[src/common/cache_op_pkg.sv]
package cache_op_pkg;
    // ****************************************************************
    // Command field encodings
    // ****************************************************************
    localparam logic [3:0] CRM_INV_ICACHE  = 4'h5;
    localparam logic [3:0] CRM_INV_DCACHE  = 4'h6;
    localparam logic [3:0] CRM_INV_BOTH    = 4'h7;
    localparam logic [3:0] CRM_CLEAN_D     = 4'hA;
    localparam logic [3:0] CRM_UNIFIED_A   = 4'hB;
    localparam logic [3:0] CRM_RANGE_CLEAN = 4'hC;
    localparam logic [3:0] CRM_PREFETCH_I  = 4'hD;
    localparam logic [3:0] CRM_CLEAN_INV_D = 4'hE;
    localparam logic [3:0] CRM_UNIFIED_B   = 4'hF;
    localparam logic [2:0] OP2_WHOLE       = 3'h0;
    localparam logic [2:0] OP2_MVA         = 3'h1;
    localparam logic [2:0] OP2_SETWAY      = 3'h2;
    localparam logic [2:0] OP2_DIRTY_READ  = 3'h6;
    localparam logic [2:0] OP1_ZERO        = 3'h0;
    localparam logic [2:0] OP1_PREFETCH_I  = 3'h1;
    localparam logic [2:0] OP1_PREFETCH_D  = 3'h2;

    // ****************************************************************
    // Argument layouts
    // ****************************************************************
    localparam int WAY_HI        = 31;
    localparam int WAY_LO        = 30;
    localparam int SET_LO        = 5;
    localparam int SEL_BIT       = 0;
    localparam int LINE_BYTES    = 32;
    localparam int LINE_ADDR_LO  = 5;
    localparam int BTC_ADDR_LO   = 3;
    localparam int BTC_ADDR_HI   = 9;
    localparam logic [31:0] RETURN_OFFSET = 32'h0000_0004;
    localparam int CACHE_BYTES_DEF = 16384;

    // Operation codes delivered to the cache side
    typedef enum logic [3:0] {
        OP_NONE        = 4'b0000,
        OP_INV_I_ALL   = 4'b0001,
        OP_INV_D_ALL   = 4'b0010,
        OP_INV_BOTH    = 4'b0011,
        OP_CLEAN_D_ALL = 4'b0100,
        OP_CLINV_D_ALL = 4'b0101,
        OP_INV_I_LINE  = 4'b0110,
        OP_INV_D_LINE  = 4'b0111,
        OP_CLEAN_LINE  = 4'b1000,
        OP_CLINV_LINE  = 4'b1001,
        OP_PREFETCH_I  = 4'b1010,
        OP_BTC_ENTRY   = 4'b1011,
        OP_RANGE       = 4'b1100
    } cache_op_t;

    typedef enum logic [1:0] {
        ST_IDLE  = 2'b00,
        ST_CLEAN = 2'b01,
        ST_DONE  = 2'b10
    } walk_state_t;
endpackage : cache_op_pkg

[src/logic/cache_maintenance_op_decoder.sv]
// Chosen here: the placing of the registers and strobed register access.
module cache_maintenance_op_decoder
    import cache_op_pkg::*;
#(
    parameter int CACHE_BYTES = CACHE_BYTES_DEF,
    parameter int SET_BITS    = $clog2(CACHE_BYTES / LINE_BYTES)
) (
    input  wire logic                     ref_clk,
    input  wire logic                     srst,
    // Command port from the core
    input  wire logic                     cmd_single_write,
    input  wire logic                     cmd_double_write,
    input  wire logic                     cmd_single_read,
    input  wire logic                     cmd_privileged,
    input  wire logic [2:0]               cmd_opcode1,
    input  wire logic [3:0]               minor_register_field,
    input  wire logic [2:0]               cmd_opcode2,
    input  wire logic [31:0]              cmd_data,
    input  wire logic [31:0]              cmd_data_hi,
    input  wire logic [31:0]              cmd_pc,
    input  wire logic                     irq_pending,
    // Status from the caches
    input  wire logic                     dcache_dirty,
    input  wire logic                     block_xfer_active,
    input  wire logic                     clean_walk_done,
    // Results to the core
    output logic                          cmd_stall,
    output logic                          cmd_undefined,
    output logic                          cmd_interrupted,
    output logic [31:0]                   link_register,
    output logic [31:0]                   read_data,
    output logic                          read_valid,
    // Cache side
    output logic                          cache_op_valid,
    output cache_op_t                     cache_op,
    output logic [1:0]                    cache_way,
    output logic [SET_BITS-1:0]           cache_set,
    output logic                          coupled_memory_select,
    output logic [26:0]                   line_address,
    output logic [31:0]                   range_start,
    output logic [31:0]                   range_end,
    output logic [6:0]                    btc_index,
    output logic                          btc_flush_all,
    output logic                          clean_walk_start,
    output logic                          clean_walk_abort,
    output logic                          clean_skip_emulating_tcm,
    output logic                          bypass_remap
);
    import cache_op_pkg::*;

    // ****************************************************************
    // Decode
    // ****************************************************************
    logic        is_whole;
    logic        is_line;
    logic        is_nop;
    logic        is_range;
    logic        is_read;
    logic        legal;
    cache_op_t   dec_op;
    logic        dec_sw;
    logic        dec_btc;

    always_comb begin
        dec_op   = OP_NONE;
        dec_sw   = 1'b0;
        dec_btc  = 1'b0;
        is_whole = 1'b0;
        is_line  = 1'b0;
        is_nop   = 1'b0;
        is_range = 1'b0;
        is_read  = 1'b0;
        legal    = 1'b0;
        if (cmd_single_write && cmd_opcode1 == OP1_ZERO) begin
            case ({minor_register_field, cmd_opcode2})
                {CRM_INV_ICACHE, OP2_WHOLE}:  begin dec_op = OP_INV_I_ALL;   is_whole = 1'b1; end
                {CRM_INV_DCACHE, OP2_WHOLE}:  begin dec_op = OP_INV_D_ALL;   is_whole = 1'b1; end
                {CRM_INV_BOTH,   OP2_WHOLE}:  begin dec_op = OP_INV_BOTH;    is_whole = 1'b1; end
                {CRM_CLEAN_D,    OP2_WHOLE}:  begin dec_op = OP_CLEAN_D_ALL; is_whole = 1'b1; end
                {CRM_CLEAN_INV_D, OP2_WHOLE}: begin dec_op = OP_CLINV_D_ALL; is_whole = 1'b1; end
                {CRM_INV_ICACHE, OP2_MVA}:    begin dec_op = OP_INV_I_LINE;  is_line = 1'b1; end
                {CRM_INV_ICACHE, OP2_SETWAY}: begin dec_op = OP_INV_I_LINE;  dec_sw = 1'b1; end
                {CRM_INV_DCACHE, OP2_MVA}:    begin dec_op = OP_INV_D_LINE;  is_line = 1'b1; end
                {CRM_INV_DCACHE, OP2_SETWAY}: begin dec_op = OP_INV_D_LINE;  dec_sw = 1'b1; end
                {CRM_CLEAN_D,    OP2_MVA}:    begin dec_op = OP_CLEAN_LINE;  is_line = 1'b1; end
                {CRM_CLEAN_D,    OP2_SETWAY}: begin dec_op = OP_CLEAN_LINE;  dec_sw = 1'b1; end
                {CRM_PREFETCH_I, OP2_MVA}:    begin dec_op = OP_PREFETCH_I;  is_line = 1'b1; end
                {CRM_CLEAN_INV_D, OP2_MVA}:   begin dec_op = OP_CLINV_LINE;  is_line = 1'b1; end
                {CRM_CLEAN_INV_D, OP2_SETWAY}: begin dec_op = OP_CLINV_LINE; dec_sw = 1'b1; end
                {CRM_INV_ICACHE, 3'h6}:       begin dec_op = OP_BTC_ENTRY;   dec_btc = 1'b1; end
                default: begin
                    // Unified-cache encodings are privileged no-ops
                    if ((minor_register_field == CRM_INV_BOTH && cmd_opcode2 != OP2_WHOLE) ||
                        minor_register_field == CRM_UNIFIED_A ||
                        minor_register_field == CRM_UNIFIED_B) begin
                        is_nop = 1'b1;
                    end
                end
            endcase
            if (dec_op == OP_CLEAN_D_ALL || dec_op == OP_CLINV_D_ALL ||
                dec_op == OP_INV_BOTH || dec_op == OP_INV_I_ALL ||
                dec_op == OP_INV_D_ALL || dec_op == OP_INV_I_LINE ||
                dec_op == OP_INV_D_LINE || dec_op == OP_CLEAN_LINE ||
                dec_op == OP_CLINV_LINE || dec_op == OP_PREFETCH_I ||
                dec_op == OP_BTC_ENTRY) begin
                legal = cmd_privileged;
            end else begin
                legal = is_nop && cmd_privileged;
            end
        end else if (cmd_double_write) begin
            case ({cmd_opcode1, minor_register_field})
                {OP1_ZERO, CRM_INV_ICACHE}, {OP1_ZERO, CRM_INV_DCACHE},
                {OP1_ZERO, CRM_CLEAN_INV_D}: begin
                    is_range = 1'b1;
                    legal    = cmd_privileged;
                end
                {OP1_ZERO, CRM_RANGE_CLEAN}, {OP1_PREFETCH_I, CRM_RANGE_CLEAN},
                {OP1_PREFETCH_D, CRM_RANGE_CLEAN}: begin
                    is_range = 1'b1;
                    legal    = 1'b1;
                end
                default: begin
                    legal = 1'b1; // Other double writes are ignored
                end
            endcase
            dec_op = is_range ? OP_RANGE : OP_NONE;
        end else if (cmd_single_read) begin
            is_read = (cmd_opcode1 == OP1_ZERO) && (minor_register_field == CRM_CLEAN_D) &&
                      (cmd_opcode2 == OP2_DIRTY_READ);
            legal   = is_read && cmd_privileged;
        end
    end

    // ****************************************************************
    // Blocking clean sequencer
    // ****************************************************************
    walk_state_t state;
    walk_state_t next_state;
    logic        clean_cmd;
    logic        next_interrupted;
    logic [31:0] next_link;

    assign clean_cmd = legal && (dec_op == OP_CLEAN_D_ALL || dec_op == OP_CLINV_D_ALL);

    always_comb begin
        next_state       = state;
        next_interrupted = 1'b0;
        next_link        = link_register;
        case (state)
            ST_IDLE: begin
                if (clean_cmd) begin
                    next_state = ST_CLEAN;
                end
            end
            ST_CLEAN: begin
                if (clean_walk_done) begin
                    next_state = ST_DONE;
                end else if (irq_pending) begin
                    // Restart point is the next instruction slot
                    next_link        = cmd_pc + RETURN_OFFSET;
                    next_interrupted = 1'b1;
                    next_state       = ST_IDLE;
                end
            end
            ST_DONE: next_state = clean_cmd ? ST_CLEAN : ST_IDLE;
            default: next_state = ST_IDLE;
        endcase
    end

    always_ff @(posedge ref_clk) begin
        if (srst) begin
            state           <= ST_IDLE;
            cmd_interrupted <= 1'b0;
            link_register   <= 32'h0000_0000;
        end else begin
            state           <= next_state;
            cmd_interrupted <= next_interrupted;
            link_register   <= next_link;
        end
    end

    // Pipeline held while the walk runs; also on the issue cycle
    assign cmd_stall        = clean_cmd || state == ST_CLEAN;
    assign clean_walk_start = clean_cmd && state != ST_CLEAN;
    assign clean_walk_abort = state == ST_CLEAN && !clean_walk_done && irq_pending;

    // ****************************************************************
    // Command outputs
    // ****************************************************************
    logic                next_valid;
    cache_op_t           next_op;
    logic [1:0]          next_way;
    logic [SET_BITS-1:0] next_set;
    logic                next_sel;
    logic [26:0]         next_line;
    logic [6:0]          next_btc;
    logic                next_btc_all;
    logic                next_skip_tcm;
    logic [31:0]         next_rstart;
    logic [31:0]         next_rend;
    logic [31:0]         next_rdata;
    logic                next_rvalid;
    logic                next_undef;

    always_comb begin
        next_valid    = legal && dec_op != OP_NONE;
        next_op       = legal ? dec_op : OP_NONE;
        next_way      = cache_way;
        next_set      = cache_set;
        next_sel      = coupled_memory_select;
        next_line     = line_address;
        next_btc      = btc_index;
        next_btc_all  = legal && (dec_op == OP_INV_I_ALL || dec_op == OP_INV_BOTH);
        next_skip_tcm = legal && (dec_op == OP_CLEAN_D_ALL || dec_op == OP_CLINV_D_ALL);
        next_rstart   = range_start;
        next_rend     = range_end;
        next_rdata    = 32'h0000_0000;
        next_rvalid   = 1'b0;
        next_undef    = (cmd_single_write || cmd_double_write || cmd_single_read) && !legal;
        if (legal && dec_sw) begin
            next_way = cmd_data[WAY_HI:WAY_LO];
            next_set = cmd_data[SET_LO +: SET_BITS];
            next_sel = cmd_data[SEL_BIT];
        end
        if (legal && is_line) begin
            next_line = cmd_data[31:LINE_ADDR_LO];
        end
        if (legal && dec_btc) begin
            next_btc = cmd_data[BTC_ADDR_HI:BTC_ADDR_LO];
        end
        if (legal && is_range) begin
            next_rstart = {cmd_data[31:LINE_ADDR_LO], 5'b0_0000};
            next_rend   = {cmd_data_hi[31:LINE_ADDR_LO], 5'b0_0000};
        end
        if (legal && is_read) begin
            next_rdata  = {30'h0000_0000, block_xfer_active, dcache_dirty};
            next_rvalid = 1'b1;
        end
    end

    always_ff @(posedge ref_clk) begin
        if (srst) begin
            cache_op_valid           <= 1'b0;
            cache_op                 <= OP_NONE;
            cache_way                <= 2'b00;
            cache_set                <= '0;
            coupled_memory_select    <= 1'b0;
            line_address             <= 27'h000_0000;
            btc_index                <= 7'h00;
            btc_flush_all            <= 1'b0;
            clean_skip_emulating_tcm <= 1'b0;
            range_start              <= 32'h0000_0000;
            range_end                <= 32'h0000_0000;
            read_data                <= 32'h0000_0000;
            read_valid               <= 1'b0;
            cmd_undefined            <= 1'b0;
        end else begin
            cache_op_valid           <= next_valid;
            cache_op                 <= next_op;
            cache_way                <= next_way;
            cache_set                <= next_set;
            coupled_memory_select    <= next_sel;
            line_address             <= next_line;
            btc_index                <= next_btc;
            btc_flush_all            <= next_btc_all;
            clean_skip_emulating_tcm <= next_skip_tcm;
            range_start              <= next_rstart;
            range_end                <= next_rend;
            read_data                <= next_rdata;
            read_valid               <= next_rvalid;
            cmd_undefined            <= next_undef;
        end
    end

    // Maintenance addresses never go through process-id remapping
    assign bypass_remap = 1'b1;
endmodule : cache_maintenance_op_decoder

[config.mk]
export PLATFORM = sky130hd
export DESIGN_NAME = cache_maintenance_op_decoder
export DESIGN_NICKNAME = d
export VERILOG_FILES = /design/src/common/cache_op_pkg.sv /design/src/logic/cache_maintenance_op_decoder.sv
export SDC_FILE = /design/constraint.sdc
export NUM_CORES = 1
export LEC_CHECK = 0
export BUFFER_PORTS_ARGS = -buffer_cell sky130_fd_sc_hd__buf_2
export CORE_ASPECT_RATIO = 0.8
export CORE_MARGIN = 2
export CORE_UTILIZATION = 40
export CTS_CLUSTER_SIZE = 24
export DETAILED_ROUTE_END_ITERATION = 8
export HOLD_SLACK_MARGIN = 0.1
export PLACE_DENSITY = 0.74
export SYNTH_ARGS = -nofsm -noshare
export SYNTH_HDL_FRONTEND = slang
export SYNTH_SLANG_ARGS = --single-unit
[constraint.sdc]
create_clock -name ref_clk -period 2.25 [get_ports ref_clk]
set_input_delay 0.45 -clock ref_clk [delete_from_list [all_inputs] [get_ports ref_clk]]
set_output_delay 0.45 -clock ref_clk [all_outputs]
set_load 0.005 [all_outputs]
==> qor_table.md <==
| Metric | This run |
|---|---|
| Post-synthesis instance total | 762 |
| Dominant combinational cell family by area after synthesis | simple AND/OR/NAND/NOR gates |
| Critical Path Source | minor_register_field[1] |
| Bufs on Longest Clock Path | 2 |
| Number of storage elements in the synthesis netlist | 146 |
| Area share of the leading cell type in the synthesized netlist | 46.3% |
| Number of top-level design ports | 304 |
| DRT iter0 DRCs | 329 |
| Synth Warn # | 0 |
| Fraction of final layout cells sized beyond drive strength 1 | 35.9% |
| Number of rows in the core area | 41 |
| Sum of negative setup slack | -0.0969 ns |
| Commonest non-fill, non-tap cells in the layout | 247 x sky130_fd_sc_hd__buf_2, 185 x sky130_fd_sc_hd__nand2_1, 146 x sky130_fd_sc_hd__dfxtp_1 |
| Worst Slack Setup Final | -0.0781 ns |
| Initial core utilization | 40.5% |
| Time the worst path needs with I/O delays and setup | 2.33 ns |
| Clock Skews | 0.00292 ns |
| Status | finished, violations left |
| Number of remaining DRC errors | 0 |
| Routed WL per cell | 14.2 µm |
| Overall via count from detail_route | 6135 |
| Data arrival, critical path | 1.88 ns |
| Crit path launch type | input port |
| Final Hold Violating Endpoints | 0 |
| Global-route usage over all layers | 20.7% |
| Part of the cycle the worst path needs | 103% |
| Count of distinct cell types in the synthesized netlist | 58 |
| Setup violators final | 2 |
| EDFF count, synth | 0 |
| Root cell of the clock tree | sky130_fd_sc_hd__clkbuf_16 |
| Area of placed instances | 0.00796 mm² |
| Required arrival time at the worst endpoint | 1.80 ns |
| Internal reg-to-reg setup slack | 0.46 ns |
| Number of antenna violations at the first check in global routing | 0 |
| H-tree levels | 4 |
| Met2 Routed Length | 8.86 mm |
| Amount of wire on met3 after detailed routing | 1.50 mm |
| Area leader, netlist | sky130_fd_sc_hd__dfxtp_1 |
| Max capacitance violation total | 0 |
| Worst Setup Path Type | input port to primary output |
| FF-to-FF Start | state[1] |
| Maximum number of pins on one net before global-route repair | 74 |
| Proportion of synthesized chip area in sequential cells | 46.3% |
| Clock Sinks | 146 |
| Final design instance area without fill | 0.00877 mm² |
| Max Transition Viols Final | 0 |
| Number of buffers added by the clock tree synthesis step | 17 |
| Setup repair after global routing missed its margin | yes |
| Area Growth Syn to Fin | 39.0% |
| Maximum clock rate | 430 MHz |
| Power density over the cells | 673 mW/mm² |
| Post-route non-filler standard cell count | 1274 |
| Global-route wire length before repair | 27.3 mm |
| Clock slew at the register clock pins of the worst setup and hold paths | 0.06 ns |
| Post-synthesis instance area | 0.00631 mm² |
| Failing checks | setup timing |
| Antenna cell count | 0 |
| Average footprint of a synthesized cell | 8.28 µm² |
| Post-placement cell count | 1234 |
| Ys async rst share | 0% |
| Length in cells of the worst reg-to-reg path | 5 |
| Synth Area in XOR/XNOR | 3.89% |
| Routed vias/inst | 4.82 |
| Die X-Extent | 144 µm |
| Number of search-and-repair iterations in the first detailed-routing pass | 5 |
| Crit path max fanout | 8 |
| Most frequently used flop master after synthesis | sky130_fd_sc_hd__dfxtp_1 |
| Leakage | 3.94 nW |
| Capturing instance or port of the critical path | clean_walk_start |
| Worst vdd ir | 557 µV |
| Uppermost layer routed | met4 |
| Share of cell area taken by muxes after synthesis | 2.38% |
| Post-DP HPWL | 13.1 mm |
| Sort of element at the end of the critical path | primary output |
| Terminus of the critical flop-to-flop path | link_register[27] |
| Via count of the first global-routing pass | 5560 |
| Routability-driven placement congestion ratio | 0.870 |
| IO Port Bufs | 255 |
| Class of the worst hold path | input port to register |
| Total overflow reported by the global router | 0 |
| Routed metal-1 wire length | 7.52 mm |
| Standard cell core area | 0.0156 mm² |
| Transition at the pin with the smallest max-transition slack | 0.579 ns |
| Total die area | 0.0168 mm² |
| Routed wire length | 18.1 mm |
| Post-synthesis compound-gate area fraction | 14.2% |
| Antenna-violating nets left | 0 |
| Leading cell types by total area after synthesis | sky130_fd_sc_hd__dfxtp_1 46%, sky130_fd_sc_hd__nand2_1 11%, sky130_fd_sc_hd__a21oi_1 7.3% |
| Final layout net count | 1163 |
| Fraction of the mapped netlist area in adder cells | 0.198% |
| Clock network latency to the later pin of the worst-skew pair | 0.41 ns |
| Relative slew slack | 61.2% |
| Die extent in y | 116 µm |
| TritonCTS clock tree | done |
| Most common cell after layout, fill and taps aside | sky130_fd_sc_hd__buf_2 |
| Basic-gate share of the synthesized area counting and, or, nand and nor cells | 23.4% |
report_power, final:
part	total [mW]	internal (mW)	switching, mW	leakage (nW)
logic	0.434	0.198	0.237	2.48
registers	2.60	2.60	0.00556	1.18
clock network	2.86	1.67	1.19	0.283
total	5.90	4.47	1.43	3.94
sequential cells by signal (all words and copies together) (netlist names):
register / count
read_data: 2
line_address: 27
cache_way: 2
cache_op: 4
read_valid: 1
range_end: 27
clean_skip_emulating_tcm: 1
cmd_undefined: 1
link_register: 32
cache_op_valid: 1
coupled_memory_select: 1
cache_set: 9
range_start: 27
btc_flush_all: 1
cmd_interrupted: 1
state: 2
btc_index: 7
worst min-delay path by stage:
stage                 endpoint  cells past startpoint  slack [ns]              start
6_report          read_data[0]                      2        0.24       dcache_dirty
5_1_grt           read_data[1]                      2        0.23  block_xfer_active
4_1_cts           read_data[0]                      2        0.21       dcache_dirty
3_5_place_dp   line_address[4]                      2        0.44    line_address[4]
3_3_place_gp   line_address[4]                      2        0.44    line_address[4]
2_1_floorplan         state[0]                      1        0.44           state[0]
final cells by class:
class / instances / area [µm²]
clock buffer: 18 / 429
fill: 1471 / 6830
clock inverter: 14 / 166
tap: 215 / 269
multi-input combinational: 558 / 3040
inverter: 7 / 26.3
timing repair buffer: 316 / 1920
sequential: 146 / 2920
cells in the mapped netlist (all sizes together) (2+ instances only):
master and instances:
conb 2, nor2b 3, nand3b 2, a211oi 27
xnor2 19, nor2 63, buf 69, clkbuf 21
nand3 17, dfxtp 146, mux2i 15, nand2 187
nor3 13, inv 7, xor2 9, nor4 2
and4 2, nor4b 2, a31oi 4, or3 5
nor3b 5, and3 4, a21oi 93, nand2b 2
o21ai 9, a311oi 4, and2 3, nand4 8
layer usage:
metal	global-route usage (%)	vias to the layer above
li1	-	3046
met1	25.1	2841
met5	0	-
met3	6.81	16
met4	6.34	0
met2	35.2	232
repair_timing:
action,CTS,global route
resized for setup,19,21
hold buffers,0,0
pin swaps,11,11
buffers inserted,4,4
endpoints found under the setup margin,2,2
metrics by stage:
stage	total power [mW]	setup WS [ns]	util (%)	hold slack, ns
after global placement	3.05	-0.209	51.1	0.435
final	5.90	-0.0781	56.2	0.240
after CTS	5.94	-0.0511	55.5	0.215
after detailed placement	3.05	-0.210	51.1	0.440
after floorplan	2.89	-0.0215	-	0.438
after global routing	6.12	-0.187	56.2	0.227
worst max-delay path: stages:
cell	delay, ns
sky130_fd_sc_hd__buf_12	0.11
sky130_fd_sc_hd__nand4bb_4	0.25
sky130_fd_sc_hd__nor3_4	0.28
sky130_fd_sc_hd__a211oi_4	0.08
sky130_fd_sc_hd__a31o_1	0.23
sky130_fd_sc_hd__and2_4	0.17
sky130_fd_sc_hd__nor3b_2	0.17
sky130_fd_sc_hd__buf_2	0.13
cells by family after synthesis:
kind of cell	after synthesis
DFF	146
muxes	15
adders and majority gates	1
and+or+nand+nor	325
buffers and inverters	97
AOI/OAI and AO/OA	148
xor gates and xnor gates	28
other	2
No activity file was read; power rests on OpenSTA's default activity.
